### src/hw/sram_front_consts.svh
// Constants for the burst memory control-input front end
`ifndef SRAM_FRONT_CONSTS_SVH
`define SRAM_FRONT_CONSTS_SVH
// ==========================================================
// Widths of the wide parity configuration
`define ADDR_W      19
`define LANE_N      4
`define BYTE_W      8
`define DATA_W      32
`define WORD_W      36
`define BURST_W     2
// Parity bits present; clear for the configuration without them
`define HAS_PARITY  1'b1
// ==========================================================
// Synchroniser depth for pins from outside the clock domain
`define SYNC_N      3
// ==========================================================
// Reset values
`define ADDR_RST    19'h00000
`define BURST_RST   2'h0
`define WORD_RST    36'h000000000
`define LANES_OFF_N 4'hf
`endif

### src/hw/sram_front_pkg.sv
// Types and helper functions for the memory control-input front end
package sram_front_pkg;
`include "sram_front_consts.svh"

   typedef logic [`ADDR_W-1:0]  addr_t;
   typedef logic [`WORD_W-1:0]  word_t;
   typedef logic [`LANE_N-1:0]  lanes_t;
   typedef logic [`BURST_W-1:0] burst_t;

   // ==========================================================
   // Power state of the memory front end
   typedef enum logic [1:0] {
      PWR_ACTIVE = 2'b00,
      PWR_DOWN   = 2'b01,
      PWR_SNOOZE = 2'b10
   } power_state_t;

   // ==========================================================
   // Expand a lane mask into a word bit mask, parity bits included
   function automatic word_t lane_bits(input lanes_t lanes);
      word_t m;
      m = '0;
      for (int i = 0; i < `LANE_N; i++) begin
         m[i*`BYTE_W +: `BYTE_W] = {`BYTE_W{lanes[i]}};
         m[`DATA_W + i] = lanes[i] & `HAS_PARITY;
      end
      return m;
   endfunction : lane_bits

   // Burst address low bits: linear adds, interleaved xors
   function automatic burst_t burst_step(input burst_t start,
                                         input burst_t cnt,
                                         input logic   linear);
      return linear ? burst_t'(start + cnt) : (start ^ cnt);
   endfunction : burst_step
endpackage : sram_front_pkg

### src/hw/cycle_bus_if.sv
// Decoded cycle request passed from pin capture to the core
`timescale 1ns/10ps
`include "sram_front_consts.svh"
interface cycle_bus_if;
   import sram_front_pkg::*;
   logic   load;
   logic   selected;
   logic   write_req;
   logic   advance;
   logic   snoozing;
   lanes_t lane_mask;
   addr_t  addr;
   word_t  wdata;

   modport capture (output load, selected, write_req, advance,
                    lane_mask, addr, wdata, input snoozing);
   modport core    (input load, selected, write_req, advance,
                    lane_mask, addr, wdata, output snoozing);
endinterface : cycle_bus_if

### src/hw/sram_front.sv
// Control-input front end of a pipelined synchronous burst memory
`timescale 1ns/10ps
`include "sram_front_consts.svh"
// ==========================================================
// How it works
// - Address pins registered on each rising edge
// - Lane write enables low write, high read
// - Four lanes, each owning byte and parity
// - Parity bits only in parity configurations
// - Lane writes need master byte enable low
// - Global write writes whole word, ignoring lanes
// - Address, data, enables, strobes registered together
// - Primary enable qualifies processor address strobe
// - Selected only when all three enables valid
// - Enables sampled only on new address loads
// - Snooze request enters data-keeping standby
// - Snooze ignores every other input except the order pin
// - Output enable acts asynchronously on drivers
// - Processor strobe reads; ignored when primary enable high
// - Controller strobe loads or selects power-down
// - Advance low steps burst, high waits
// - Order pin: low linear, high interleaved
module sram_front
   import sram_front_pkg::*;
(
   input  logic         clk,
   input  logic         nrst,
   input  addr_t        address,
   input  word_t        data_in,
   input  lanes_t       lane_write_enables_n,
   input  logic         byte_write_master_n,
   input  logic         full_word_write_n,
   input  logic         primary_select_n,
   input  logic         secondary_select_low,
   input  logic         secondary_select_high,
   input  logic         processor_address_strobe_n,
   input  logic         controller_address_strobe_n,
   input  logic         burst_advance_n,
   input  logic         burst_order_select,
   input  logic         snooze_request,
   input  logic         output_drive_n,
   input  word_t        array_rdata,
   output word_t        data_out,
   output logic         data_oe,
   output addr_t        array_addr,
   output word_t        array_wdata,
   output word_t        array_wmask,
   output logic         array_we,
   output logic         array_re,
   output power_state_t power_state
);
   cycle_bus_if bus ();

   // ==========================================================
   // Pin registers and decode
   pin_capture u_capture (
      .clk                         (clk),
      .nrst                        (nrst),
      .address                     (address),
      .data_in                     (data_in),
      .lane_write_enables_n        (lane_write_enables_n),
      .byte_write_master_n         (byte_write_master_n),
      .full_word_write_n           (full_word_write_n),
      .primary_select_n            (primary_select_n),
      .secondary_select_low        (secondary_select_low),
      .secondary_select_high       (secondary_select_high),
      .processor_address_strobe_n  (processor_address_strobe_n),
      .controller_address_strobe_n (controller_address_strobe_n),
      .burst_advance_n             (burst_advance_n),
      .bus                         (bus)
   );

   // ==========================================================
   // Synchronisers for the asynchronous snooze and static order pins
   logic [`SYNC_N-1:0] zz_sync_reg;
   logic [`SYNC_N-1:0] order_sync_reg;
   logic               snooze_reg;
   logic               linear_reg;

   // A level counts only once stages two and three agree
   always_ff @(posedge clk or negedge nrst) begin
      if (!nrst) begin
         zz_sync_reg    <= '0;
         order_sync_reg <= '1;
         snooze_reg     <= 1'b0;
         linear_reg     <= 1'b0;
      end else begin
         zz_sync_reg    <= {zz_sync_reg[1:0], snooze_request};
         order_sync_reg <= {order_sync_reg[1:0], burst_order_select};
         if (zz_sync_reg[1] == zz_sync_reg[2])
            snooze_reg <= zz_sync_reg[2];
         if (order_sync_reg[1] == order_sync_reg[2])
            linear_reg <= ~order_sync_reg[2];
      end
   end

   // Snooze reaches the synchronous logic four edges late;
   // the drivers are cut straight from the pin to cover that gap
   assign bus.snoozing = snooze_reg;

   // ==========================================================
   // Burst state
   power_state_t power_reg;
   power_state_t power_next;
   addr_t        base_reg;
   burst_t       cnt_reg;
   logic         drive_reg;
   logic         rd_valid_reg;
   logic         we_reg;
   logic         re_reg;
   addr_t        array_addr_reg;
   word_t        wdata_reg;
   word_t        wmask_reg;
   word_t        dout_reg;

   wire is_active = (power_reg == PWR_ACTIVE);
   // Enables are only looked at when a new address is loaded
   wire start     = bus.load & bus.selected;
   wire cont      = ~bus.load & is_active & ~snooze_reg;
   wire step      = cont & bus.advance;
   // Advance held high: address holds; a write may still land
   wire late_wr   = cont & ~bus.advance & bus.write_req;
   wire issue     = start | step | late_wr;
   wire issue_wr  = issue & bus.write_req;
   wire issue_rd  = issue & ~bus.write_req;

   wire addr_t  base_next = start ? bus.addr : base_reg;
   wire burst_t cnt_next  = start ? `BURST_RST
                          : (step ? burst_t'(cnt_reg + 2'h1) : cnt_reg);
   wire burst_t low_next  = burst_step(base_next[1:0], cnt_next,
                                       linear_reg);
   wire addr_t  addr_next = {base_next[`ADDR_W-1:2], low_next};
   // Each lane enable covers its byte and its own parity bit
   wire word_t  mask_next = issue_wr ? lane_bits(bus.lane_mask)
                                     : '0;
   // Drivers stay off across writes and deselect
   wire drive_next = rd_valid_reg ? 1'b1
                   : ((issue_wr | ~is_active) ? 1'b0 : drive_reg);

   // ==========================================================
   // Power state: snooze beats everything, then a new load decides
   always_comb begin
      power_next = power_reg;
      unique case (power_reg)
         PWR_SNOOZE: begin
            if (!snooze_reg)
               power_next = PWR_DOWN;
         end
         PWR_ACTIVE, PWR_DOWN: begin
            if (snooze_reg)
               power_next = PWR_SNOOZE;
            else if (bus.load)
               power_next = bus.selected ? PWR_ACTIVE
                                         : PWR_DOWN;
         end
         default: power_next = PWR_DOWN;
      endcase
   end

   // ==========================================================
   // Burst address and power registers
   always_ff @(posedge clk or negedge nrst) begin
      if (!nrst) begin
         power_reg <= PWR_DOWN;
         base_reg  <= `ADDR_RST;
         cnt_reg   <= `BURST_RST;
      end else begin
         power_reg <= power_next;
         base_reg  <= base_next;
         cnt_reg   <= cnt_next;
      end
   end

   // ==========================================================
   // Array command registers; the array is left untouched in snooze
   always_ff @(posedge clk or negedge nrst) begin
      if (!nrst) begin
         we_reg         <= 1'b0;
         re_reg         <= 1'b0;
         array_addr_reg <= `ADDR_RST;
         wdata_reg      <= `WORD_RST;
         wmask_reg      <= `WORD_RST;
      end else begin
         we_reg         <= issue_wr;
         re_reg         <= issue_rd;
         array_addr_reg <= addr_next;
         wdata_reg      <= bus.wdata;
         wmask_reg      <= mask_next;
      end
   end

   // ==========================================================
   // Read pipeline: array answers one edge after the command
   always_ff @(posedge clk or negedge nrst) begin
      if (!nrst) begin
         rd_valid_reg <= 1'b0;
         dout_reg     <= `WORD_RST;
         drive_reg    <= 1'b0;
      end else begin
         rd_valid_reg <= re_reg;
         if (rd_valid_reg)
            dout_reg <= array_rdata;
         drive_reg    <= drive_next;
      end
   end

   // ==========================================================
   // Outputs; the drive enable is deliberately asynchronous
   assign array_we    = we_reg;
   assign array_re    = re_reg;
   assign array_addr  = array_addr_reg;
   assign array_wdata = wdata_reg;
   assign array_wmask = wmask_reg;
   assign data_out    = dout_reg;
   assign power_state = power_reg;
   assign data_oe     = drive_reg & ~output_drive_n
                      & ~snooze_request;
endmodule : sram_front

### src/hw/pin_capture.sv
// Input registers and cycle decode for the synchronous control pins
`timescale 1ns/10ps
`include "sram_front_consts.svh"
module pin_capture
   import sram_front_pkg::*;
(
   input  logic       clk,
   input  logic       nrst,
   input  addr_t      address,
   input  word_t      data_in,
   input  lanes_t     lane_write_enables_n,
   input  logic       byte_write_master_n,
   input  logic       full_word_write_n,
   input  logic       primary_select_n,
   input  logic       secondary_select_low,
   input  logic       secondary_select_high,
   input  logic       processor_address_strobe_n,
   input  logic       controller_address_strobe_n,
   input  logic       burst_advance_n,
   cycle_bus_if.capture bus
);
   addr_t  addr_reg;
   word_t  wdata_reg;
   lanes_t lane_n_reg;
   logic   master_n_reg;
   logic   full_n_reg;
   logic   prim_n_reg;
   logic   sec_low_reg;
   logic   sec_high_reg;
   logic   proc_n_reg;
   logic   ctrl_n_reg;
   logic   adv_n_reg;

   // ==========================================================
   // All synchronous pins registered together on the rising edge
   always_ff @(posedge clk or negedge nrst) begin
      if (!nrst) begin
         addr_reg     <= `ADDR_RST;
         wdata_reg    <= `WORD_RST;
         lane_n_reg   <= `LANES_OFF_N;
         master_n_reg <= 1'b1;
         full_n_reg   <= 1'b1;
         prim_n_reg   <= 1'b1;
         sec_low_reg  <= 1'b1;
         sec_high_reg <= 1'b0;
         proc_n_reg   <= 1'b1;
         ctrl_n_reg   <= 1'b1;
         adv_n_reg    <= 1'b1;
      end else begin
         addr_reg     <= address;
         wdata_reg    <= data_in;
         lane_n_reg   <= lane_write_enables_n;
         master_n_reg <= byte_write_master_n;
         full_n_reg   <= full_word_write_n;
         prim_n_reg   <= primary_select_n;
         sec_low_reg  <= secondary_select_low;
         sec_high_reg <= secondary_select_high;
         proc_n_reg   <= processor_address_strobe_n;
         ctrl_n_reg   <= controller_address_strobe_n;
         adv_n_reg    <= burst_advance_n;
      end
   end

   // ==========================================================
   // Cycle decode; the processor strobe wins over the controller one
   wire    proc_load = ~proc_n_reg & ~prim_n_reg;
   wire    ctrl_load = ~ctrl_n_reg & ~proc_load;
   wire    lane_on   = ~master_n_reg;
   // Low lane enable means write that lane, high means read
   wire lanes_t lane_req = ~full_n_reg ? `LANES_OFF_N
                         : (lane_on ? ~lane_n_reg : '0);
   assign bus.load      = (proc_load | ctrl_load) & ~bus.snoozing;
   assign bus.selected  = ~prim_n_reg & ~sec_low_reg & sec_high_reg;
   assign bus.lane_mask = lane_req;
   // Processor strobe cycles are always reads
   assign bus.write_req = (|lane_req) & ~proc_load;
   assign bus.advance   = ~adv_n_reg & ~bus.snoozing;
   assign bus.addr      = addr_reg;
   assign bus.wdata     = wdata_reg;
endmodule : pin_capture

### config.mk
export PLATFORM = sky130hd
export DESIGN_NAME = sram_front
export DESIGN_NICKNAME = d
export VERILOG_FILES = /design/src/hw/sram_front_pkg.sv /design/src/hw/cycle_bus_if.sv /design/src/hw/sram_front.sv /design/src/hw/pin_capture.sv
export VERILOG_INCLUDE_DIRS = /design/src /design/src/hw
export SDC_FILE = /design/constraint.sdc
export NUM_CORES = 1
export LEC_CHECK = 0
export BUFFER_PORTS_ARGS = -buffer_cell sky130_fd_sc_hd__buf_2
export CORE_ASPECT_RATIO = 1.5
export CORE_MARGIN = 2
export CORE_UTILIZATION = 47
export DETAILED_ROUTE_END_ITERATION = 7
export PLACE_DENSITY = 0.81
export SYNTH_ARGS = -nofsm -noshare
export SYNTH_HDL_FRONTEND = slang
export SYNTH_SLANG_ARGS = --single-unit
### constraint.sdc
create_clock -name clk -period 2.2 [get_ports clk]
set_input_delay 0.33 -clock clk [delete_from_list [all_inputs] [get_ports clk]]
set_output_delay 0.33 -clock clk [all_outputs]
set_load 0.02 [all_outputs]
==> flow_summary_export.csv, run 1 <==
group,metric,value,unit
outcome,status,"finished, final reports clean",
finish,nFillCells,884,
critical_path,reg2regPathDepth,9,
critical_path,slowest_delay,460,ps
detailed_routing,avgRoutedWirePerCell,16.06,um
critical_path,path_cells,"nor3_1 -> nand2b_1 -> nor2_1 -> xnor2_1 -> nor2_1 -> ha_1 -> nand2_1 -> xor2_1 -> xnor2_1",
place,dp_hpwl,8308,um
detailed_routing,dr.pass1.iters,4,
timing,rsz0062_at_grt,"false",
synthesis,synth_area_leaders,"dfrtp_1, mux2_2, dfstp_2",
timing,setup_viol,0,
timing,slew_viol_final,0,
floorplanning,core-area,12020,um^2
finish,final_cell_area,7941,um^2
synthesis,synthCells,373,
detailed_routing,vias,3603,
floorplanning,fp.dieW,94.88,um
job,maxCapViolCount,0,
floorplanning,initial_utilization,48.46,%
synthesis,postSynthNetCount,482,
timing,final_hold_viol_count,0,
critical_path,critPathMaxFanout,5,
clocking,cts_tree,"yes",
floorplanning,rows,49,
critical_path,worst_ep_required_time,2540,ps
finish,final_nets,733,
worst_hold_path,min_from,"data_in[0]",
critical_path,r2r_start,"bus.snoozing$_DFFE_PN0N_",
global_route,grt_pass1_vias,3984,
detailed_routing,wl,12690,um
clocking,clk_latency,420,ps
synthesis,syn_area,5823,um^2
timing,max_freq,521.9,MHz
global_route,track_usage,19.54,%
worst_hold_path,hold_path_depth,1,
detailed_routing,drcViolationCount,0,
power_and_ir_drop,p_per_area,1106,nW/um^2
global_route,antenna_found_initial,0,
finish,area_growth,36.38,%
timing,period_needed,1916,ps
critical_path,startpoint_type,"flip-flop",
floorplanning,die_y,140.3,um
clocking,cts-root-buf,"clkbuf_16",
timing,fin_skew,11.94,ps
place,placed_area,6875,um^2
synthesis,yosysWarnings,0,
clocking,clockBufferDepth,2,
floorplanning,fp.dieArea,13310,um^2
synthesis,synth.top_cell.area_share,70.91,%
clocking,cts_sinks,180,
clocking,clk_pin_slew,70,ps
place,io_buffers,239,
clocking,h-tree-depth,4,
finish,final_common_cell,"buf_2",
critical_path,r2r-end,"array_addr[1]$_DFF_PN0_",
place,gp_congestion,0.7834,
worst_hold_path,hold_path.class,"input pin to flip-flop",
critical_path,cp_data_arrival_time,2250,ps
critical_path,path_class,"flip-flop to flip-flop",
synthesis,synth_seq_area_share,77.68,%
critical_path,reg2reg_slack,280,ps
timing,max_slew.worst_pin.slew,512.4,ps
timing,tns,0,ps
detailed_routing,viasPerCell,4.561,
worst_hold_path,holdPathEnd,"u_capture.bus.wdata[0]$_DFF_PN0_",
synthesis,synth.distinct_cells,29,
critical_path,end_kind,"flip-flop",
power_and_ir_drop,p_leak,4.109,nW
synthesis,yosysTopAreaCell,"dfrtp_1",
finish,most-common-layout-cells,"buf_2, dfrtp_1, nand2_1",
global_route,grt_max_degree,88,
detailed_routing,drtIter0Drc,159,
finish,final_layout_size_suffix_gt1_share,51.96,%
global_route,grt_pass1_wl,19410,um
critical_path,cp_slowest_cell,"dfrtp_1",
synthesis,ys_seq_elements,180,
detailed_routing,ant_nets,0,
power_and_ir_drop,vdd_drop_max,799.7,uV
timing,fin_crit_sh,87.09,%
timing,slew_headroom,65.76,%
global_route,grt-ovfl-total,0,
floorplanning,pin_count,240,
finish,n_antenna_cell,0,
synthesis,avgSynthCellArea,15.61,um^2
clocking,cts_made_buffers,17,
==> synthesized netlist by cell type, drive strengths merged <==
cell type and count:
a21boi 1, a21o 1, a21oi 2, a31o 1
a41o 1, and3 4, buf 56, clkbuf 1
dfrtp 165, dfstp 15, ha 1, inv 3
maj3 1, mux2 37, nand2 58, nand2b 1
nand3 1, nand4b 1, nand4bb 1, nor2 9
nor3 1, nor3b 1, o21ai 7, xnor2 2
xor2 2
==> layer usage <==
metal	vias to the layer above	track usage [%]	part of all wire (%)
li1	1660	-	-
met1	1776	20.95	34
met2	140	34.34	57
met3	27	6.186	6.6
met4	0	9.153	2.5
met5	-	0	0
==> kinds of logic after synthesis <==
kind of cell / synth area share [%]
flip-flops: 77.68
AO/OA/AOI/OAI: 1.354
multiplexers: 7.220
buffers and inverters: 7.176
XOR/XNOR: 0.6017
adder cells (fa/ha/maj): 0.3867
AND/OR/NAND/NOR: 5.587
==> where the power goes <==
group          leakage (nW)  switching (mW)  internal (mW)
clock                 0.293            1.44           1.55
sequential             2.14           0.247           3.82
combinational          1.68            1.03          0.693
==> per-stage QoR <==
step | power (mW) | cells | util [%] | setup slack, ps | hold slack [ps]
floorplan | 5.170 | 373 | - | 434.5 | 34.41
global placement | 5.717 | 713 | 57.22 | 125.7 | 198.6
detailed placement | 5.805 | 713 | 57.22 | 46.00 | 203.8
CTS | 8.837 | 781 | 65.34 | 276.3 | 0.2369
global route | 9.185 | 790 | 66.09 | 72.07 | -3.531
finish | 8.783 | 790 | 66.09 | 284.1 | 18.07
==> critical path, delay by kind of cell, from the launching register on <==
family / cells / cell delay [ps]
xor gates and xnor gates: 3 / 450
adders and majority gates: 1 / 210
DFF: 1 / 460
and+or+nand+nor: 5 / 730
==> repair_timing <==
action / in CTS / in global routing
hold buffers: 36 / 9
resized for setup: 1 / 0
hold endpoints to repair: 59 / 9
setup buffers: 0 / 0
setup endpoints to repair: 1 / 0
==> final cells by class <==
cell class | count | area, um^2 | share of cell area, %
Tap cell | 153 | 191.4 | 2.411
Clock buffer | 17 | 425.4 | 5.357
Timing Repair Buffer | 289 | 1715 | 21.60
Multi-Input combinational cell | 133 | 889.6 | 11.20
Clock inverter | 15 | 185.2 | 2.332
Sequential cell | 180 | 4523 | 56.96
Inverter | 3 | 11.26 | 0.1418
==> worst max-delay path by stage <==
stage / startpoint / endpoint / depth (start not counted)
after global routing: bus.snoozing$_DFFE_PN0N_ / array_addr[1]$_DFF_PN0_ / 9
after CTS: bus.snoozing$_DFFE_PN0N_ / array_addr[1]$_DFF_PN0_ / 9
after floorplan: u_capture.proc_n_reg$_DFF_PN1_ / array_addr[1]$_DFF_PN0_ / 10
after detailed placement: u_capture.prim_n_reg$_DFF_PN1_ / array_addr[1]$_DFF_PN0_ / 8
after global placement: u_capture.prim_n_reg$_DFF_PN1_ / array_addr[1]$_DFF_PN0_ / 8
final: bus.snoozing$_DFFE_PN0N_ / array_addr[1]$_DFF_PN0_ / 9
(Power assumes the default switching activity.)
==> inputs of run 2 (changes only) <==
--- a/config.mk
+++ b/config.mk
@@ -11,7 +11,7 @@
 export CORE_MARGIN = 2
 export CORE_UTILIZATION = 47
 export DETAILED_ROUTE_END_ITERATION = 7
-export PLACE_DENSITY = 0.81
+export PLACE_DENSITY = 0.83
 export SYNTH_ARGS = -nofsm -noshare
 export SYNTH_HDL_FRONTEND = slang
 export SYNTH_SLANG_ARGS = --single-unit
==> run 2 against run 1 <==
Compared with the run above:
- final cell count shrank 0.63%
- setup slack improved by 16 ps
- power is 0.94% lower
- clock skew is 3.2 ps lower
- flip-flop and latch count stayed put
- critical path type unchanged
- largest power group unchanged
- highest routed layer unchanged
==> flow_summary_export.csv, run 2 (synthesis gave the netlist of run 1 again) <==
group,metric,value,unit
floorplanning,fp.dieW,94.88,um
job,maxCapViolCount,0,
worst_hold_path,hold_path.class,"input pin to flip-flop",
place,dp_hpwl,8297,um
clocking,clk_latency,410,ps
finish,final_core_util,65.52,%
clocking,cts_made_buffers,17,
place,placed_area,6890,um^2
timing,final_hold_viol_count,0,
critical_path,cp_top_family,"simple AND/OR/NAND/NOR gates",
detailed_routing,wl,11830,um
clocking,cts_tree,"yes",
critical_path,cp_data_arrival_time,2230,ps
global_route,grt_max_degree,71,
detailed_routing,vias,3589,
global_route,antenna_found_initial,0,
finish,final_common_cell,"buf_2",
critical_path,crit_buf_inv,0,
finish,final_nets,727,
finish,nFillCells,864,
clocking,h-tree-depth,4,
floorplanning,pin_count,240,
critical_path,critPathMaxFanout,5,
timing,tns,0,ps
critical_path,cp_slowest_cell,"dfrtp_1",
clocking,cts_sinks,180,
floorplanning,initial_utilization,48.46,%
timing,fin_skew,8.756,ps
floorplanning,rows,49,
detailed_routing,viasPerCell,4.572,
floorplanning,die_y,140.3,um
timing,slew_headroom,68.86,%
timing,setup_viol,0,
critical_path,path_class,"flip-flop to flip-flop",
critical_path,worst_ep_required_time,2530,ps
critical_path,startpoint_type,"flip-flop",
critical_path,slowest_delay,430,ps
critical_path,end_kind,"flip-flop",
timing,period_needed,1900,ps
power_and_ir_drop,p_per_area,1105,nW/um^2
detailed_routing,avgRoutedWirePerCell,15.07,um
timing,fin_crit_sh,86.37,%
place,gp_congestion,0.7495,
timing,slew_viol_final,0,
finish,most-common-layout-cells,"buf_2, dfrtp_1, nand2_1",
global_route,grt-ovfl-total,0,
place,dpl.cell_count,715,
global_route,grt_pass1_wl,17790,um
floorplanning,core-area,12020,um^2
power_and_ir_drop,p_leak,4.090,nW
detailed_routing,ant_nets,0,
detailed_routing,drcViolationCount,0,
global_route,track_usage,17.74,%
timing,whs,17.00,ps
finish,area_growth,35.22,%
detailed_routing,dr.pass1.iters,4,
critical_path,path_cells,"nor3_1 -> nand2b_1 -> nor2_1 -> xnor2_1 -> nor2_1 -> ha_1 -> nand2_1 -> xor2_1 -> xnor2_1",
outcome,status,"finished, final reports clean",
clocking,post_cts_buffers,0,
floorplanning,fp.dieArea,13310,um^2
clocking,cts-root-buf,"clkbuf_16",
timing,rsz0062_at_grt,"false",
clocking,clk_pin_slew,70,ps
place,io_buffers,239,
finish,final_cell_area,7874,um^2
global_route,grt_pass1_vias,3772,
timing,max_slew.worst_pin.slew,467.1,ps
detailed_routing,drtIter0Drc,91,
power_and_ir_drop,vdd_drop_max,755.1,uV
timing,max_freq,526.3,MHz
finish,final_layout_size_suffix_gt1_share,52.77,%
clocking,clockBufferDepth,2,
finish,layoutNonFillerInstCount,785,
run 2: cell count changes in the layout (fill, tap and decap cells not counted), moves of 2 or more:
cell           previous run  this run
buf_4                     3         5
clkinv_4                  2         0
dlygate4sd3_1            45        37
inv_6                     2         5
inv_8                     4         2
run 2: report_power, final:
| part | total, mW | internal, mW | switching (mW) |
|---|---|---|---|
| clock | 2.95 | 1.55 | 1.40 |
| sequential | 4.07 | 3.82 | 0.245 |
| combinational | 1.69 | 0.683 | 1.00 |
| total | 8.70 | 6.05 | 2.65 |
run 2: cell type report:
class | instances | area, um^2 | area share (%)
Antenna cell | 1 | 2.502 | 0.03178
Clock buffer | 17 | 425.4 | 5.403
Clock inverter | 15 | 185.2 | 2.352
Inverter | 3 | 11.26 | 0.1430
Multi-Input combinational cell | 133 | 884.6 | 11.23
Sequential cell | 180 | 4523 | 57.44
Tap cell | 153 | 191.4 | 2.431
Timing Repair Buffer | 283 | 1650 | 20.96
run 2: per-layer routing:
metal | GRT usage (%) | vias up | wire (um)
met1 | 18.27 | 1754 | 3905
met2 | 31.47 | 155 | 6498
met4 | 9.077 | 0 | 504
met5 | 0 | - | 0
met3 | 5.702 | 38 | 925
li1 | - | 1642 | -
run 2: final timing paths:
| check | startpoint | slack [ps] | to | cells past startpoint |
|---|---|---|---|---|
| worst max-delay path | bus.snoozing$_DFFE_PN0N_ | 300 | array_addr[1]$_DFF_PN0_ | 9 |
| worst min-delay path | lane_write_enables_n[3] | 20 | u_capture.lane_n_reg[3]$_DFF_PN1_ | 1 |
| worst max register to register | bus.snoozing$_DFFE_PN0N_ | 300 | array_addr[1]$_DFF_PN0_ | 9 |
| worst min register to register | u_capture.bus.wdata[30]$_DFF_PN0_ | 350 | array_wdata[30]$_DFF_PN0_ | 0 |
| max in group asynchronous | nrst | 1060 | array_wdata[18]$_DFF_PN0_ | 3 |
| min in group asynchronous | nrst | 430 | array_wdata[0]$_DFF_PN0_ | 2 |
run 2: what timing repair did:
item	CTS	global route
hold endpoints to repair	54	21
setup endpoints to repair	0	0
hold buffers	16	21
gates resized for setup	0	0
run 2: through the flow:
stage / power, mW / worst slack [ps]
2_1_floorplan: 5.170 / 434.5
5_1_grt: 9.133 / 80.28
6_report: 8.701 / 300.0
3_5_place_dp: 5.787 / 379.0
4_1_cts: 8.770 / 346.5
3_3_place_gp: 5.709 / 414.2
==> inputs of run 3 (changes only) <==
--- a/config.mk
+++ b/config.mk
@@ -7,7 +7,6 @@
 export NUM_CORES = 1
 export LEC_CHECK = 0
 export BUFFER_PORTS_ARGS = -buffer_cell sky130_fd_sc_hd__buf_2
-export CORE_ASPECT_RATIO = 1.5
 export CORE_MARGIN = 2
 export CORE_UTILIZATION = 47
 export DETAILED_ROUTE_END_ITERATION = 7
==> run 3 against run 2 <==
Compared with the run above:
- largest cell class unchanged
- critical endpoint unchanged
- clock power rose by 6.8%
- wire length rose by 3.3%
- largest power group unchanged
- core utilization rose by 0.72 points
==> flow_summary_export.csv, run 3 (synthesis gave the netlist of run 1 again) <==
group,metric,value,unit
place,dp_hpwl,8154,um
timing,setup_viol,0,
floorplanning,pin_count,240,
timing,tns,0,ps
finish,n_antenna_cell,0,
timing,fin_crit_sh,83.71,%
outcome,status,"finished, final reports clean",
critical_path,cp_data_arrival_time,2180,ps
detailed_routing,drtIter0Drc,117,
detailed_routing,viasPerCell,4.353,
finish,nFillCells,849,
critical_path,path_class,"flip-flop to flip-flop",
timing,final_hold_viol_count,0,
place,placed_area,6892,um^2
finish,final_layout_size_suffix_gt1_share,51.64,%
critical_path,critPathMaxFanout,3,
timing,rsz0062_at_grt,"false",
worst_hold_path,hold_path.class,"input pin to flip-flop",
clocking,post_cts_buffers,0,
place,io_buffers,239,
detailed_routing,avgRoutedWirePerCell,15.15,um
global_route,grt-ovfl-total,0,
clocking,clk_pin_slew,70,ps
detailed_routing,ant_nets,0,
floorplanning,core-area,12060,um^2
clocking,cts_tree,"yes",
place,gp_congestion,0.7168,
job,maxCapViolCount,0,
finish,final_common_cell,"buf_2",
power_and_ir_drop,vdd_drop_max,754.8,uV
critical_path,end_kind,"flip-flop",
timing,slew_headroom,68.10,%
global_route,grt_max_degree,69,
timing,max_freq,543.0,MHz
critical_path,worst_ep_required_time,2540,ps
global_route,antenna_found_initial,0,
finish,most-common-layout-cells,"buf_2, dfrtp_1, nand2_1",
clocking,cts-root-buf,"clkbuf_16",
detailed_routing,vias,3513,
critical_path,startpoint_type,"flip-flop",
clocking,cts_sinks,180,
timing,slew_viol_final,0,
floorplanning,fp.dieW,115.3,um
global_route,track_usage,18.79,%
timing,period_needed,1842,ps
floorplanning,die_y,115.3,um
power_and_ir_drop,p_leak,4.129,nW
global_route,grt_pass1_vias,3673,
timing,fin_skew,5.528,ps
floorplanning,initial_utilization,48.28,%
finish,final_nets,735,
timing,max_slew.worst_pin.slew,478.5,ps
detailed_routing,wl,12230,um
clocking,clockBufferDepth,2,
power_and_ir_drop,p_per_area,1118,nW/um^2
clocking,cts_resized,0,
floorplanning,rows,40,
clocking,h-tree-depth,4,
finish,final_cell_area,7990,um^2
global_route,grt_pass1_wl,18510,um
clocking,clk_latency,420,ps
detailed_routing,dr.pass1.iters,4,
floorplanning,fp.dieArea,13300,um^2
detailed_routing,drcViolationCount,0,
clocking,cts_made_buffers,17,
finish,area_growth,37.22,%
==> run 3: final timing paths <==
path / slack, ps / end / startpoint / cells past startpoint
setup / recovery: 360 / array_addr[1]$_DFF_PN0_ / u_capture.prim_n_reg$_DFF_PN1_ / 9
hold / removal: 20 / u_capture.bus.wdata[30]$_DFF_PN0_ / data_in[30] / 1
setup reg to reg: 360 / array_addr[1]$_DFF_PN0_ / u_capture.prim_n_reg$_DFF_PN1_ / 9
min in group asynchronous: 420 / array_wdata[34]$_DFF_PN0_ / nrst / 2
hold reg to reg: 350 / array_wdata[0]$_DFF_PN0_ / u_capture.bus.wdata[0]$_DFF_PN0_ / 0
max in group asynchronous: 1070 / u_capture.bus.wdata[25]$_DFF_PN0_ / nrst / 3
==> run 3: power by group <==
group | internal [mW] | total, mW | switching [mW]
clock | 1.86 | 3.15 | 1.29
sequential | 3.82 | 4.07 | 0.248
combinational | 0.695 | 1.71 | 1.02
total | 6.38 | 8.93 | 2.55
==> run 3: through the flow <==
stage | instances | setup slack (ps) | hold WS (ps) | utilization, % | power, mW
finish | 807 | 358.5 | 19.72 | 66.24 | 8.930
global route | 807 | 177.5 | -2.367 | 66.24 | 9.359
CTS | 802 | 352.8 | 0.04527 | 65.83 | 9.033
detailed placement | 728 | 365.9 | 303.5 | 57.14 | 5.794
global placement | 728 | 436.8 | 299.1 | 57.14 | 5.722
floorplan | 373 | 434.5 | 34.41 | - | 5.170
==> run 3: critical path: stages, from the launching register on <==
cell and delay [ps]:
dfstp_2 550, o21ai_1 90, nand2b_1 160, nor2_1 180, xnor2_1 140, nor2_1 70, ha_1 200, nand2_1 70
xor2_1 180, xnor2_1 130
==> run 3: layout make-up <==
class | count | area, um^2 | share of cell area (%)
sequential | 180 | 4523 | 56.61
timing repair buffer | 291 | 1735 | 21.72
multi-input combinational | 133 | 882.1 | 11.04
clock buffer | 18 | 439.2 | 5.496
tap | 168 | 210.2 | 2.631
clock inverter | 14 | 188.9 | 2.365
inverter | 3 | 11.26 | 0.1409
==> run 3: layer usage <==
layer / up-vias / GRT usage, % / wire length (um)
met2: 155 / 33.57 / 6475
li1: 1661 / - / -
met4: 0 / 6.586 / 153
met1: 1679 / 21.32 / 4744
met5: - / 0 / 0
met3: 18 / 5.799 / 853
==> run 3: timing repair <==
action,4_1_cts,5_1_grt
hold buffers,42,5
setup endpoints to repair,0,0
hold endpoints to repair,76,5
